### src/include/fwrp_pkg.sv
package fwrp_pkg;

    // frame layout, msb first: address, direction, data
    localparam int unsigned FRAME_BITS  = 16;
    localparam int unsigned ADDR_BITS   = 7;
    localparam int unsigned DATA_BITS   = 8;
    localparam logic [4:0]  LAST_ADDR_IX = 5'h06;  // sample index of seventh address bit
    localparam logic [4:0]  DIR_IX       = 5'h07;  // sample index of direction bit
    localparam logic [4:0]  LAST_DATA_IX = 5'h0f;  // sample index of last data bit
    localparam logic [4:0]  BITCNT_RST   = 5'h00;
    localparam logic        DIR_READ     = 1'b1;   // direction bit value for a read

    // page control register
    localparam logic [6:0]  PAGE_CTRL_ADDR = 7'h00;
    localparam logic [7:0]  PAGE_CTRL_RST  = 8'h00; // page 0 holds first_page_low..high registers
    localparam int unsigned PAGE_SEL_BIT   = 0;

    // pin vector positions inside the synchroniser
    localparam int unsigned PIN_SEL = 0;
    localparam int unsigned PIN_SCK = 1;
    localparam int unsigned PIN_SI  = 2;
    localparam logic [2:0]  PIN_RST = 3'h0;

    // static configuration straps
    typedef struct packed {
        logic fourWire;  // 1 enables the 4-wire port, 0 leaves the port disabled
        logic cpol;      // idle level of host_serial_clock
        logic cpha;      // clock phase
        logic selPol;    // select_polarity_setting: 1 active high
    } fwrp_cfg_s;

    // register write request to the register store
    typedef struct packed {
        logic [7:0] addr;  // {page, 7-bit address}
        logic [7:0] data;
    } fwrp_wr_s;

    typedef enum logic [2:0] {
        PH_IDLE,
        PH_CMD,
        PH_WRITE,
        PH_READ,
        PH_DONE
    } fwrp_phase_e;

endpackage

### src/verilog/fwrp_port.sv
`timescale 1ns/1ps
`default_nettype none

module fwrp_port
    import fwrp_pkg::*;
(
    // clock and reset
    input  wire logic       sys_clk,
    input  wire logic       rst,
    // configuration straps
    input  wire fwrp_cfg_s  cfg,
    // serial pins from the host
    input  wire logic       frameSelectLine,
    input  wire logic       hostSerialClock,
    input  wire logic       serialIn,
    // serial output pin, enable low while driving
    output logic            serialOut,
    output logic            serialOutEn_n,
    // register store side
    output var fwrp_wr_s    wrReq,
    output logic            wrStrobe,
    output logic [7:0]      rdAddr,
    input  wire logic [7:0] rdData,
    // page state
    output logic [7:0]      pageCtrl,
    output logic            activePage
);

    logic [2:0]  pinS1_q;        // first sync stage, read by stage two only
    logic [2:0]  pinS2_q;        // second sync stage
    logic [2:0]  pinS3_q;        // third sync stage
    logic [2:0]  pinF_q;         // filtered pin levels
    logic [2:0]  pinF_d;
    logic        sckPrev_q;      // filtered clock one cycle ago
    logic [4:0]  pipeFill_q;     // ones walk in after reset until pins are real
    fwrp_phase_e phase_q;        // frame phase
    fwrp_phase_e phase_d;
    logic [4:0]  bitCnt_q;       // samples taken in this frame
    logic [6:0]  frameIn_q;      // input shift register
    logic        addrZero_q;     // decoded address is page control
    logic        loaded_q;       // read byte loaded into output shifter
    logic [7:0]  outShift_q;     // read data shifter
    logic        serialOut_q;
    logic        serialOutEn_n_q;
    fwrp_wr_s    wrReq_q;
    logic        wrStrobe_q;
    logic [7:0]  rdAddr_q;
    logic [7:0]  pageCtrl_q;

    // decoding of pins and edges
    // the pin pipeline resets to zero, which may not be the idle level of select or clock,
    // so nothing is trusted until the pipeline and the edge history hold real pin values
    wire       pipeFull    = pipeFill_q[4];
    wire       selActive   = pipeFull & cfg.fourWire & (pinF_q[PIN_SEL] == cfg.selPol);
    wire       sckRise     = pinF_q[PIN_SCK] & ~sckPrev_q;
    wire       sckFall     = ~pinF_q[PIN_SCK] & sckPrev_q;
    wire       sampleOnFall = cfg.cpol ^ cfg.cpha;
    wire       sampleEdge  = sampleOnFall ? sckFall : sckRise;
    wire       shiftEdge   = sampleOnFall ? sckRise : sckFall;
    wire       siBit       = pinF_q[PIN_SI];
    wire [6:0] addrNow     = {frameIn_q[5:0], siBit};
    wire [7:0] dataNow     = {frameIn_q, siBit};
    wire       takeSample  = selActive & sampleEdge & (phase_q != PH_DONE) & (phase_q != PH_IDLE);
    wire       decodeNow   = takeSample & (bitCnt_q == LAST_ADDR_IX);
    wire       dirNow      = takeSample & (bitCnt_q == DIR_IX);
    wire       lastNow     = takeSample & (bitCnt_q == LAST_DATA_IX);
    wire       loadNow     = selActive & shiftEdge & (phase_q == PH_READ) & ~loaded_q;
    wire       shiftNow    = selActive & shiftEdge & (phase_q == PH_READ) & loaded_q;
    wire       commitNow   = lastNow & (phase_q == PH_WRITE);
    wire [7:0] readByte    = addrZero_q ? pageCtrl_q : rdData;

    // a bit counts once stages two and three agree; spikes shorter than a cycle vanish
    assign pinF_d = (~(pinS2_q ^ pinS3_q) & pinS3_q) | ((pinS2_q ^ pinS3_q) & pinF_q);

    // three-stage pin synchroniser and agreement filter
    always_ff @(posedge sys_clk or posedge rst) begin
        if (rst) begin
            pinS1_q   <= PIN_RST;
            pinS2_q   <= PIN_RST;
            pinS3_q   <= PIN_RST;
            pinF_q    <= PIN_RST;
            sckPrev_q <= 1'b0;
        end else begin
            pinS1_q   <= {serialIn, hostSerialClock, frameSelectLine};
            pinS2_q   <= pinS1_q;
            pinS3_q   <= pinS2_q;
            pinF_q    <= pinF_d;
            sckPrev_q <= pinF_q[PIN_SCK];
        end
    end

    // fill marker: five cycles cover three sync stages, the filter and the edge history
    always_ff @(posedge sys_clk or posedge rst) begin
        if (rst) begin
            pipeFill_q <= '0;
        end else begin
            pipeFill_q <= {pipeFill_q[3:0], 1'b1};
        end
    end

    // frame phase sequencing
    always_comb begin
        phase_d = phase_q;
        case (phase_q)
            PH_IDLE:  phase_d = PH_CMD;                                        // entered only when selected
            PH_CMD:   if (dirNow) begin
                          phase_d = (siBit == DIR_READ) ? PH_READ : PH_WRITE;
                      end
            PH_WRITE: if (lastNow) phase_d = PH_DONE;
            PH_READ:  if (lastNow) phase_d = PH_DONE;
            PH_DONE:  phase_d = PH_DONE;                                       // wait for deselect
            default:  phase_d = PH_IDLE;
        endcase
        if (!selActive) begin
            phase_d = PH_IDLE;
        end
    end

    // phase register and bit counter; deselect clears everything
    // the counter stops in the done phase, so late edges cannot wrap it
    always_ff @(posedge sys_clk or posedge rst) begin
        if (rst) begin
            phase_q  <= PH_IDLE;
            bitCnt_q <= BITCNT_RST;
        end else begin
            phase_q  <= phase_d;
            if (!selActive) begin
                bitCnt_q <= BITCNT_RST;
            end else if (takeSample) begin
                bitCnt_q <= bitCnt_q + 5'h01;
            end
        end
    end

    // input shifting and address decode
    always_ff @(posedge sys_clk or posedge rst) begin
        if (rst) begin
            frameIn_q  <= 7'h00;
            addrZero_q <= 1'b0;
            rdAddr_q   <= 8'h00;
        end else begin
            if (takeSample) begin
                frameIn_q <= dataNow[6:0];
            end
            if (decodeNow) begin
                rdAddr_q   <= {pageCtrl_q[PAGE_SEL_BIT], addrNow};
                addrZero_q <= (addrNow == PAGE_CTRL_ADDR);
            end
        end
    end

    // read data output; drive only in the data half of a read frame
    // the line is released after the 16th sample, so a slow deselect never extends the drive
    always_ff @(posedge sys_clk or posedge rst) begin
        if (rst) begin
            loaded_q        <= 1'b0;
            outShift_q      <= 8'h00;
            serialOut_q     <= 1'b0;
            serialOutEn_n_q <= 1'b1;
        end else if (phase_d != PH_READ) begin
            loaded_q        <= 1'b0;
            serialOutEn_n_q <= 1'b1;
        end else if (loadNow) begin
            loaded_q        <= 1'b1;
            outShift_q      <= readByte;
            serialOut_q     <= readByte[7];
            serialOutEn_n_q <= 1'b0;
        end else if (shiftNow) begin
            outShift_q      <= {outShift_q[6:0], 1'b0};
            serialOut_q     <= outShift_q[6];
        end
    end

    // write commit; page control kept locally, others go to the store
    // a cut frame never gets here: deselect sends the phase back to idle first
    always_ff @(posedge sys_clk or posedge rst) begin
        if (rst) begin
            pageCtrl_q <= PAGE_CTRL_RST;
            wrReq_q    <= '0;
            wrStrobe_q <= 1'b0;
        end else begin
            wrStrobe_q <= 1'b0;
            if (commitNow && addrZero_q) begin
                pageCtrl_q <= dataNow;
            end else if (commitNow) begin
                wrReq_q    <= '{addr: rdAddr_q, data: dataNow};
                wrStrobe_q <= 1'b1;
            end
        end
    end

    // outputs straight from flip-flops
    assign serialOut     = serialOut_q;
    assign serialOutEn_n = serialOutEn_n_q;
    assign wrReq         = wrReq_q;
    assign wrStrobe      = wrStrobe_q;
    assign rdAddr        = rdAddr_q;
    assign pageCtrl      = pageCtrl_q;
    assign activePage    = pageCtrl_q[PAGE_SEL_BIT];

endmodule // fwrp_port

`default_nettype wire

### config.mk
export PLATFORM = sky130hd
export DESIGN_NAME = fwrp_port
export DESIGN_NICKNAME = d
export VERILOG_FILES = /design/src/include/fwrp_pkg.sv /design/src/verilog/fwrp_port.sv
export SDC_FILE = /design/constraint.sdc
export NUM_CORES = 1
export LEC_CHECK = 0
export BUFFER_PORTS_ARGS = -buffer_cell sky130_fd_sc_hd__buf_2
export CELL_PAD_IN_SITES_DETAIL_PLACEMENT = 0
export CELL_PAD_IN_SITES_GLOBAL_PLACEMENT = 1
export CORE_ASPECT_RATIO = 2
export CORE_MARGIN = 1
export CORE_UTILIZATION = 35
export DETAILED_ROUTE_END_ITERATION = 8
export GPL_TIMING_DRIVEN = 0
export PLACE_DENSITY_LB_ADDON = 0.1
export SLEW_MARGIN = 20
export SYNTH_ARGS = -nofsm -noshare
export SYNTH_HDL_FRONTEND = slang
export SYNTH_SLANG_ARGS = --single-unit
### constraint.sdc
create_clock -name sys_clk -period 2.45 [get_ports sys_clk]
set_input_delay 0.3675 -clock sys_clk [delete_from_list [all_inputs] [get_ports sys_clk]]
set_output_delay 0.3675 -clock sys_clk [all_outputs]
set_load 0.01 [all_outputs]
# == Yosys cells after proc, flatten, opt, wreduce, memory -nomap -nowiden ==
# Index checks and enable logic that the tools add are counted.
# word_totals
inputBits,17
wordCells,86
out_inout_bits,36
regBits,77
# classes
add_sub_neg,1
n_reduce_logical,9
n_bitwise,26
n_eq_ne,11
n_mux,20
# op_table
operator,count
$and 1x1->1,15
$mux 7,2
$pmux 3 s4,1
$mux 1,11
$eq 5x3->1 const B,2
$mux 5,2
$mux 3,3
$mux 8,1
$logic_not 7->1,1
$and 3x3->3,2
$eq 3x2->1 const B,2
$add 5x1->5 const B,1
$eq 5x4->1 const B,1
$not 1->1,5
$reduce_and 2->1,2
$reduce_bool 2->1,2
$eq 3x1->1 const B,1
$eq 3x3->1 const B,1
$logic_not 3->1,1
$ne 3x2->1 const B,1
$ne 3x3->1 const B,1
$not 3->3,1
$or 3x3->3,1
$reduce_bool 3->1,1
6 further kinds,6

# == Longest topological paths before layout ==
# Gate-level depths: netlist of run 1.
# logic_depth
word_depth,13
mapped_depth,8
mapped_depth_nobuf,7

# == Worst setup path before layout of run 1 ==
# OpenSTA, ideal clock, no wires.
# synth_path
kind,input-to-reg
from,input cfg[1] (netlist bit)
to,"register pageCtrl_q[0], in the netlist pageCtrl[0]"
n_path_buf,2
setup_ns,0.125
setup_slack_ns,0.180
required_time_ns,2.325
arrival_time_ns,2.145
stages,7
path_cell_list,xnor2_1 > mux2i_2 > nand3b_1 > buf_6 > or4b_4 > buf_6 > mux2_4
# synth_via
elab_chain_cells,8
# synth_lines
item,line,text
from (decl),fwrp_port.sv:11,"input wire fwrp_cfg_s cfg,"
$xor 1x1->1,fwrp_port.sv:57,wire sampleOnFall = cfg.cpol ^ cfg.cpha;
$mux 1,fwrp_port.sv:58,wire sampleEdge = sampleOnFall ? sckFall : sckRise;
$and 1x1->1 (3 in series),fwrp_port.sv:63,wire takeSample = selActive & sampleEdge & (phase_q != PH_DONE) & (phase_q != PH_IDLE);
$and 1x1->1,fwrp_port.sv:66,wire lastNow = takeSample & (bitCnt_q == LAST_DATA_IX);
$and 1x1->1,fwrp_port.sv:69,wire commitNow = lastNow & (phase_q == PH_WRITE);
$logic_and 1x1->1,fwrp_port.sv:183,if (commitNow && addrZero_q) begin
to (signal assigned),fwrp_port.sv:184,pageCtrl_q <= dataNow;
to (decl),fwrp_port.sv:48,logic [7:0] pageCtrl_q;
# No other way between the ends.
# A chain may end at the register's enable or synchronous reset.

==> report_table.html, run 1 <==
<table>
<tr><th>Metric</th><th>Value</th></tr>
<tr><th colspan="2">Run status</th></tr>
<tr><td>Outcome</td><td>completed</td></tr>
<tr><th colspan="2">Worst setup path</th></tr>
<tr><td>Worst Path Max Fanout</td><td>10</td></tr>
<tr><td>CP Data Required Time</td><td>2.67 ns</td></tr>
<tr><td>Type of element capturing the critical path</td><td>flip-flop</td></tr>
<tr><td>Type of element launching the critical path</td><td>flip-flop</td></tr>
<tr><td>Arrival time of data at the critical path endpoint</td><td>2.55 ns</td></tr>
<tr><td>Crit Path Class</td><td>flip-flop to flip-flop</td></tr>
<tr><th colspan="2">Logic synthesis</th></tr>
<tr><td>Synthesis warning total</td><td>0</td></tr>
<tr><td>Complex-gate fraction of the synthesized area</td><td>4.64%</td></tr>
<tr><td>Share of synthesized cell area in full adder, half adder and majority cells</td><td>2.11%</td></tr>
<tr><td>Number of standard cells after synthesis</td><td>234</td></tr>
<tr><td>Portion of the post-synthesis area used by sequential elements</td><td>60.1%</td></tr>
<tr><td>Number of distinct library cells after synthesis</td><td>38</td></tr>
<tr><td>Main combinational cell family by area after synthesis</td><td>multiplexers</td></tr>
<tr><td>XOR/XNOR share of the synthesized area</td><td>1.37%</td></tr>
<tr><td>Yosys top cell area share</td><td>59.3%</td></tr>
<tr><td>Share of flip-flops with an asynchronous set or reset</td><td>100%</td></tr>
<tr><td>Most used flip-flop cell after synthesis</td><td>sky130_fd_sc_hd__dfrtp_1</td></tr>
<tr><td>Most common cell in the netlist</td><td>sky130_fd_sc_hd__dfrtp_1</td></tr>
<tr><td>Total of flip-flops plus latches after synthesis</td><td>77</td></tr>
<tr><td>Fraction of synthesized area in multiplexers</td><td>20.4%</td></tr>
<tr><td>Fraction of the mapped netlist area in simple logic gates</td><td>7.92%</td></tr>
<tr><td>Post-synthesis cell area</td><td>3210 sq um</td></tr>
<tr><td>EDFF count, synth</td><td>0</td></tr>
<tr><td>Cell types with the highest counts after synthesis</td><td>sky130_fd_sc_hd__dfrtp_1 (76), sky130_fd_sc_hd__mux2_4 (26), sky130_fd_sc_hd__mux2_2 (15), sky130_fd_sc_hd__nor2_1 (15), sky130_fd_sc_hd__nand2_1 (13)</td></tr>
<tr><td>Top cells by area in the synthesized netlist</td><td>sky130_fd_sc_hd__dfrtp_1 (59%), sky130_fd_sc_hd__mux2_4 (12%), sky130_fd_sc_hd__mux2_2 (5.3%), sky130_fd_sc_hd__mux2i_1 (2.5%), sky130_fd_sc_hd__nor2_1 (1.8%)</td></tr>
<tr><td>Average footprint of a synthesized cell</td><td>13.7 sq um</td></tr>
<tr><td>Synth area leader</td><td>sky130_fd_sc_hd__dfrtp_1</td></tr>
<tr><td>Synthesized Nets</td><td>254</td></tr>
<tr><th colspan="2">STA</th></tr>
<tr><td>Period Utilization, post-route</td><td>95.2%</td></tr>
<tr><td>Total setup violations reported at the end of the flow</td><td>0</td></tr>
<tr><td>Pins Over Slew Limit</td><td>0</td></tr>
<tr><td>Worst-Margin Slew</td><td>0.625 ns</td></tr>
<tr><td>Clock skew after layout</td><td>0.00665 ns</td></tr>
<tr><td>Worst-case headroom to the max-slew limit</td><td>58.4%</td></tr>
<tr><td>Maximum operating frequency</td><td>0.429 GHz</td></tr>
<tr><td>Setup Total Neg Slack</td><td>0 ns</td></tr>
<tr><td>Final hold vios</td><td>0</td></tr>
<tr><td>Crit path time final</td><td>2.33 ns</td></tr>
<tr><td>Worst-case setup margin in the final layout</td><td>0.117 ns</td></tr>
<tr><th colspan="2">Placement</th></tr>
<tr><td>Pre-CTS setup slack</td><td>-0.291 ns</td></tr>
<tr><td>Final Wtd Congestion</td><td>0.687</td></tr>
<tr><td>Number of placed instances with taps included</td><td>389</td></tr>
<tr><td>Number of I/O port buffers</td><td>52</td></tr>
<tr><td>DPL Wire Length</td><td>4.59 mm</td></tr>
<tr><td>Standard cell area after detailed placement</td><td>3620 sq um</td></tr>
<tr><th colspan="2">Clock network</th></tr>
<tr><td>Clock-pin slew on the worst setup and hold paths</td><td>0.06 ns</td></tr>
<tr><td>Worst-case clock buffer depth</td><td>2</td></tr>
<tr><td>Clock tree from TritonCTS</td><td>done</td></tr>
<tr><td>Clock buffer count from CTS</td><td>9</td></tr>
<tr><td>Sinks on the clock net</td><td>77</td></tr>
<tr><td>CTS H-tree depth</td><td>3</td></tr>
<tr><td>Clock root buffer master</td><td>sky130_fd_sc_hd__clkbuf_16</td></tr>
<tr><td>Insertion delay of the later-clocked pin in the worst-skew pair</td><td>0.33 ns</td></tr>
<tr><th colspan="2">Die</th></tr>
<tr><td>Starting density of the core</td><td>35.8%</td></tr>
<tr><td>Overall die area</td><td>9570 sq um</td></tr>
<tr><td>Number of core rows</td><td>49</td></tr>
<tr><td>Die Width</td><td>69.7 microns</td></tr>
<tr><td>Num ports</td><td>53</td></tr>
<tr><td>Die Y-Extent</td><td>137 microns</td></tr>
<tr><td>Core area</td><td>8950 sq um</td></tr>
<tr><th colspan="2">Power and ir drop</th></tr>
<tr><td>Peak supply drop</td><td>326 uV</td></tr>
<tr><td>Leakage power</td><td>2.05 nW</td></tr>
<tr><td>Power per cell area</td><td>688 nW/um^2</td></tr>
<tr><th colspan="2">Detailed routing</th></tr>
<tr><td>DRC violation total after the first TritonRoute iteration</td><td>56</td></tr>
<tr><td>Post-detailed-route wirelength per cell</td><td>15.8 microns</td></tr>
<tr><td>Total vias in the final route</td><td>1969</td></tr>
<tr><td>DRC errors left</td><td>0</td></tr>
<tr><td>Antenna-violating nets left</td><td>0</td></tr>
<tr><td>Total wire length</td><td>6.43 mm</td></tr>
<tr><td>Met3 routed WL</td><td>195 microns</td></tr>
<tr><td>Uppermost routed layer</td><td>met4</td></tr>
<tr><td>Vias per std cell</td><td>4.84</td></tr>
<tr><td>WL met1</td><td>2.50 mm</td></tr>
<tr><td>Met2 Routed Length</td><td>3.60 mm</td></tr>
<tr><td>Number of search-and-repair iterations in the first detailed-routing pass</td><td>4</td></tr>
<tr><th colspan="2">Global route</th></tr>
<tr><td>Pin count of the biggest net entering global routing</td><td>58</td></tr>
<tr><td>Vias in the first global route</td><td>2052</td></tr>
<tr><td>Total Routing Usage GR</td><td>14.6%</td></tr>
<tr><td>Initial antenna violation count</td><td>0</td></tr>
<tr><td>Global-route wire length before repair</td><td>10.6 mm</td></tr>
<tr><td>GRT overflow</td><td>0</td></tr>
<tr><th colspan="2">Final layout</th></tr>
<tr><td>Final standard cell area without fillers</td><td>3960 sq um</td></tr>
<tr><td>Fraction of layout cells with a size suffix above 1</td><td>40.7%</td></tr>
<tr><td>Count of non-filler cells in the finished layout</td><td>407</td></tr>
<tr><td>Area delta synth-&gt;final</td><td>23.5%</td></tr>
<tr><td>Number of antenna repair diodes</td><td>0</td></tr>
<tr><td>Fill count</td><td>850</td></tr>
<tr><td>Final core utilization</td><td>44.2%</td></tr>
<tr><td>Number of nets in the layout</td><td>321</td></tr>
<tr><th colspan="2">Job</th></tr>
<tr><td>Number of max-cap violations</td><td>0</td></tr>
<tr><th colspan="2">Min path</th></tr>
<tr><td>Worst hold path type</td><td>input pin to flip-flop</td></tr>
</table>
==> cell usage in the layout (no fill, tap or decap), types with 2 or more instances in the layout <==
cell / instances
sky130_fd_sc_hd__xnor2_1: 2
sky130_fd_sc_hd__nand2_1: 13
sky130_fd_sc_hd__buf_4: 4
sky130_fd_sc_hd__ha_1: 3
sky130_fd_sc_hd__and3_1: 2
sky130_fd_sc_hd__inv_1: 6
sky130_fd_sc_hd__o31ai_1: 2
sky130_fd_sc_hd__nor3_1: 2
sky130_fd_sc_hd__o21ai_0: 8
sky130_fd_sc_hd__buf_6: 3
sky130_fd_sc_hd__dfrtp_1: 76
sky130_fd_sc_hd__mux2i_1: 8
sky130_fd_sc_hd__a211oi_1: 3
sky130_fd_sc_hd__xor2_1: 2
sky130_fd_sc_hd__clkinv_2: 2
sky130_fd_sc_hd__buf_2: 53
sky130_fd_sc_hd__or3_1: 2
sky130_fd_sc_hd__nor2_1: 15
sky130_fd_sc_hd__clkbuf_1: 7
sky130_fd_sc_hd__mux2_4: 26
sky130_fd_sc_hd__nand3_1: 3
sky130_fd_sc_hd__a21oi_1: 9
sky130_fd_sc_hd__mux2_2: 15
sky130_fd_sc_hd__maj3_1: 3
sky130_fd_sc_hd__nand3b_1: 2
sky130_fd_sc_hd__clkbuf_16: 9
sky130_fd_sc_hd__a32oi_1: 2
sky130_fd_sc_hd__or4_1: 3
==> stage by stage <==
stage / hold WS, ns / total power, mW
final: 0.140 / 2.72
after global routing: 0.125 / 2.83
after CTS: 0.127 / 2.77
after detailed placement: 0.336 / 1.44
after global placement: 0.332 / 1.43
after floorplan: 0.331 / 1.39
==> path summary, 6_finish.rpt <==
path | end | startpoint | slack (ns) | cells past startpoint
setup / recovery | wrReq[0] | flip-flop | 0.12 | 7
hold / removal | pinS1_q[2] | serialIn | 0.14 | 1
setup reg to reg | wrReq[0] | flip-flop | 0.12 | 7
hold reg to reg | pinS2_q[2] | pinS1_q[2] | 0.35 | 0
max in group asynchronous | serialOutEn_n | rst | 1.28 | 4
min in group asynchronous | wrReq[2] | rst | 0.54 | 3
==> report_power, final <==
part / switching (mW) / internal (mW)
Clock: 0.492 / 0.809
Combinational: 0.0599 / 0.0495
Sequential: 0.0184 / 1.29
Total: 0.570 / 2.15
==> what timing repair did <==
item	4_1_cts	5_1_grt
setup buffers	0	2
endpoints found under the setup margin	19	18
hold buffers	1	0
hold endpoints to repair	20	0
gates resized for setup	1	3
==> cell type report <==
class	instances	area (sq um)	area share (%)
sequential	77	1930	48.7
multi-input combinational	137	1190	30.0
timing repair buffer	56	313	7.90
clock buffer	11	243	6.13
tap	102	128	3.22
buffer	13	81.3	2.06
clock inverter	4	48.8	1.23
inverter	7	28.8	0.727
==> logic make-up (layout without fill, tap and decap cells) <==
group | count (synthesis) | in the layout
compound gates | 25 | 25
xor+xnor | 5 | 5
fa+ha+maj | 6 | 6
buf+inv | 20 | 91
flops | 77 | 77
mux | 50 | 50
other cells | 1 | 1
simple gates | 50 | 50
==> routing by layer <==
metal  vias to the layer above  track usage (%)
met5                         -                0
met4                         0             6.67
met3                        10             3.80
met2                        35             26.6
met1                       975             15.7
li1                        949                -
==> registers in the layout (all words and copies together), names as in the netlist, named ones only <==
signal / count
serialOutEn_n: 1
phase_q: 3
pinS2_q: 3
loaded_q: 1
wrStrobe: 1
rdAddr: 8
addrZero_q: 1
wrReq: 16
frameIn_q: 7
sckPrev_q: 1
serialOut: 1
outShift_q: 7
pipeFill_q: 5
bitCnt_q: 5
pinS3_q: 3
pageCtrl: 8
pinS1_q: 3
==> critical path, cell delays in order (launching register included) <==
cell and delay (ns):
sky130_fd_sc_hd__dfrtp_1 0.40, sky130_fd_sc_hd__or2b_1 0.27, sky130_fd_sc_hd__mux2i_4 0.21, sky130_fd_sc_hd__nand3b_1 0.14, sky130_fd_sc_hd__or4_1 0.47, sky130_fd_sc_hd__buf_2 0.22
sky130_fd_sc_hd__buf_6 0.19, sky130_fd_sc_hd__mux2_4 0.30
(Power assumes the default switching activity.)
==> run 2, diff against run 1 <==
- CORE_ASPECT_RATIO: 2 -> 1.1
==> report_table.html, run 2 (same netlist as run 1, synthesis figures left out) <==
<table>
<tr><th>Metric</th><th>Value</th></tr>
<tr><th colspan="2">Run status</th></tr>
<tr><td>Outcome</td><td>completed</td></tr>
<tr><th colspan="2">Global route</th></tr>
<tr><td>Vias in the first global route</td><td>1912</td></tr>
<tr><td>Global routing usage on met3</td><td>3.50%</td></tr>
<tr><td>Peak-usage layer in the global routing report</td><td>met2</td></tr>
<tr><td>Global-route wire length before repair</td><td>9.98 mm</td></tr>
<tr><td>GRT overflow</td><td>0</td></tr>
<tr><td>Met2 Usage GRT</td><td>21.4%</td></tr>
<tr><td>Pin count of the biggest net entering global routing</td><td>45</td></tr>
<tr><td>Total Routing Usage GR</td><td>13.9%</td></tr>
<tr><td>Met1 global-route usage</td><td>18.6%</td></tr>
<tr><td>Initial antenna violation count</td><td>0</td></tr>
<tr><th colspan="2">Final layout</th></tr>
<tr><td>Final core utilization</td><td>43.3%</td></tr>
<tr><td>Sequential cell area</td><td>1930 sq um</td></tr>
<tr><td>Count of non-filler cells in the finished layout</td><td>417</td></tr>
<tr><td>Final standard cell area without fillers</td><td>3840 sq um</td></tr>
<tr><td>Fill count</td><td>891</td></tr>
<tr><td>Area delta synth-&gt;final</td><td>19.9%</td></tr>
<tr><td>Number of nets in the layout</td><td>318</td></tr>
<tr><td>Most frequent cells in the layout</td><td>sky130_fd_sc_hd__dfrtp_1 (76), sky130_fd_sc_hd__buf_2 (53), sky130_fd_sc_hd__mux2_4 (26), sky130_fd_sc_hd__mux2_2 (15), sky130_fd_sc_hd__nor2_1 (15)</td></tr>
<tr><td>Number of flip-flops under the largest register name</td><td>16</td></tr>
<tr><td>Area occupied by multi-input gates</td><td>1180 sq um</td></tr>
<tr><td>Fraction of layout cells with a size suffix above 1</td><td>39.9%</td></tr>
<tr><td>Number of antenna repair diodes</td><td>0</td></tr>
<tr><td>Most frequent standard cell in the layout excluding fill and tap cells</td><td>sky130_fd_sc_hd__dfrtp_1</td></tr>
<tr><th colspan="2">Placement</th></tr>
<tr><td>Number of I/O port buffers</td><td>52</td></tr>
<tr><td>Pre-CTS setup slack</td><td>-0.219 ns</td></tr>
<tr><td>DPL Wire Length</td><td>4.11 mm</td></tr>
<tr><td>Final Wtd Congestion</td><td>0.787</td></tr>
<tr><td>Number of placed instances with taps included</td><td>401</td></tr>
<tr><td>Standard cell area after detailed placement</td><td>3640 sq um</td></tr>
<tr><th colspan="2">Detailed routing</th></tr>
<tr><td>Vias per std cell</td><td>4.71</td></tr>
<tr><td>DRC violation total after the first TritonRoute iteration</td><td>71</td></tr>
<tr><td>Post-detailed-route wirelength per cell</td><td>14.5 microns</td></tr>
<tr><td>Total vias in the final route</td><td>1962</td></tr>
<tr><td>Number of search-and-repair iterations in the first detailed-routing pass</td><td>4</td></tr>
<tr><td>Antenna-violating nets left</td><td>0</td></tr>
<tr><td>DRC errors left</td><td>0</td></tr>
<tr><td>Total wire length</td><td>6.06 mm</td></tr>
<tr><th colspan="2">Power and ir drop</th></tr>
<tr><td>Sequential share of power</td><td>55.2%</td></tr>
<tr><td>Comb pwr share</td><td>4.1%</td></tr>
<tr><td>Proportion of power drawn by the clock network</td><td>40.7%</td></tr>
<tr><td>Final Total Pwr</td><td>2.38 mW</td></tr>
<tr><td>Peak supply drop</td><td>303 uV</td></tr>
<tr><td>Switching power summed over all nets</td><td>0.563 mW</td></tr>
<tr><td>Leakage power</td><td>1.97 nW</td></tr>
<tr><td>Power per cell area</td><td>618 nW/um^2</td></tr>
<tr><td>Switching part of the total power</td><td>23.7%</td></tr>
<tr><td>P_int</td><td>1.81 mW</td></tr>
<tr><th colspan="2">STA</th></tr>
<tr><td>Worst-Margin Slew</td><td>0.678 ns</td></tr>
<tr><td>Clock skew after layout</td><td>0.0142 ns</td></tr>
<tr><td>Worst-case headroom to the max-slew limit</td><td>54.8%</td></tr>
<tr><td>RSZ-0062 raised after global routing</td><td>false</td></tr>
<tr><td>Worst-case setup margin in the final layout</td><td>0.119 ns</td></tr>
<tr><td>Pins Over Slew Limit</td><td>0</td></tr>
<tr><td>Period Utilization, post-route</td><td>95.1%</td></tr>
<tr><td>Crit path time final</td><td>2.33 ns</td></tr>
<tr><td>Final-layout worst hold slack</td><td>0.0194 ns</td></tr>
<tr><td>Maximum operating frequency</td><td>0.429 GHz</td></tr>
<tr><td>Total setup violations reported at the end of the flow</td><td>0</td></tr>
<tr><td>Final hold vios</td><td>0</td></tr>
<tr><td>Setup Total Neg Slack</td><td>0 ns</td></tr>
<tr><th colspan="2">Clock network</th></tr>
<tr><td>Clock root buffer master</td><td>sky130_fd_sc_hd__clkbuf_8</td></tr>
<tr><td>Clock tree from TritonCTS</td><td>done</td></tr>
<tr><td>Insertion delay of the later-clocked pin in the worst-skew pair</td><td>0.36 ns</td></tr>
<tr><td>Worst-case clock buffer depth</td><td>2</td></tr>
<tr><td>Sinks on the clock net</td><td>77</td></tr>
<tr><td>CTS H-tree depth</td><td>3</td></tr>
<tr><td>Clock-pin slew on the worst setup and hold paths</td><td>0.09 ns</td></tr>
<tr><td>Clock buffer count from CTS</td><td>9</td></tr>
<tr><th colspan="2">Die</th></tr>
<tr><td>Overall die area</td><td>9550 sq um</td></tr>
<tr><td>Num ports</td><td>53</td></tr>
<tr><td>Die Y-Extent</td><td>102 microns</td></tr>
<tr><td>Core area</td><td>8870 sq um</td></tr>
<tr><td>Starting density of the core</td><td>36.1%</td></tr>
<tr><td>Number of core rows</td><td>36</td></tr>
<tr><td>Die Width</td><td>93.2 microns</td></tr>
<tr><th colspan="2">Worst setup path</th></tr>
<tr><td>Arrival time of data at the critical path endpoint</td><td>2.57 ns</td></tr>
<tr><td>Type of element capturing the critical path</td><td>flip-flop</td></tr>
<tr><td>Worst Path Max Fanout</td><td>10</td></tr>
<tr><td>CP Data Required Time</td><td>2.69 ns</td></tr>
<tr><td>Crit Path Class</td><td>flip-flop to flip-flop</td></tr>
<tr><td>Type of element launching the critical path</td><td>flip-flop</td></tr>
<tr><th colspan="2">Min path</th></tr>
<tr><td>Worst hold path type</td><td>input pin to asynchronous set/reset pin</td></tr>
<tr><th colspan="2">Job</th></tr>
<tr><td>Number of max-cap violations</td><td>0</td></tr>
</table>
-- run 2: layout make-up --
type                            instances  share of cell area [%]
Tap cell                              114                    3.71
Clock inverter                          6                    1.82
Multi-Input combinational cell        137                    30.7
Sequential cell                        77                    50.1
Buffer                                 13                    2.08
Inverter                                7                   0.748
Timing Repair Buffer                   53                    7.48
Clock buffer                           10                    3.32
-- run 2: power groups by stage --
stage / Sequential (mW) / Clock (mW) / Combinational (mW)
after global routing: 1.31 / 1.06 / 0.112
after detailed placement: 1.34 / 0 / 0.0982
after CTS: 1.31 / 1.01 / 0.102
after floorplan: 1.33 / 0 / 0.0620
final: 1.31 / 0.967 / 0.0974
after global placement: 1.34 / 0 / 0.0916
-- run 2: timing repair --
action,in CTS,in global routing
hold buffers,0,0
endpoints found under the hold margin,0,0
gates resized for setup,1,0
setup endpoints to repair,9,0
setup buffers,0,0
-- run 2: worst paths after layout --
check / end / slack [ns] / cells past startpoint
worst min-delay path: rdAddr[2] / 0.02 / 2
min in group sys_clk: pinS1_q[2] / 0.12 / 1
max in group asynchronous: serialOutEn_n / 1.80 / 3
worst min register to register: pinS2_q[1] / 0.35 / 0
worst max-delay path: wrReq[1] / 0.12 / 7
worst max register to register: wrReq[1] / 0.12 / 7
-- run 2: critical path: stages, from the launching register on --
cell                       delay, ns
sky130_fd_sc_hd__dfrtp_1        0.41
sky130_fd_sc_hd__or2b_1         0.27
sky130_fd_sc_hd__mux2i_4        0.23
sky130_fd_sc_hd__nand3b_1       0.14
sky130_fd_sc_hd__or4_1          0.47
sky130_fd_sc_hd__buf_2          0.22
sky130_fd_sc_hd__buf_6          0.19
sky130_fd_sc_hd__mux2_4         0.30
-- run 2: metal layers --
metal  vias up  routed length, microns
met2        40                    2830
li1        939                       -
met4         0                     108
met1       973                    2890
met5         -                       0
met3        10                     225
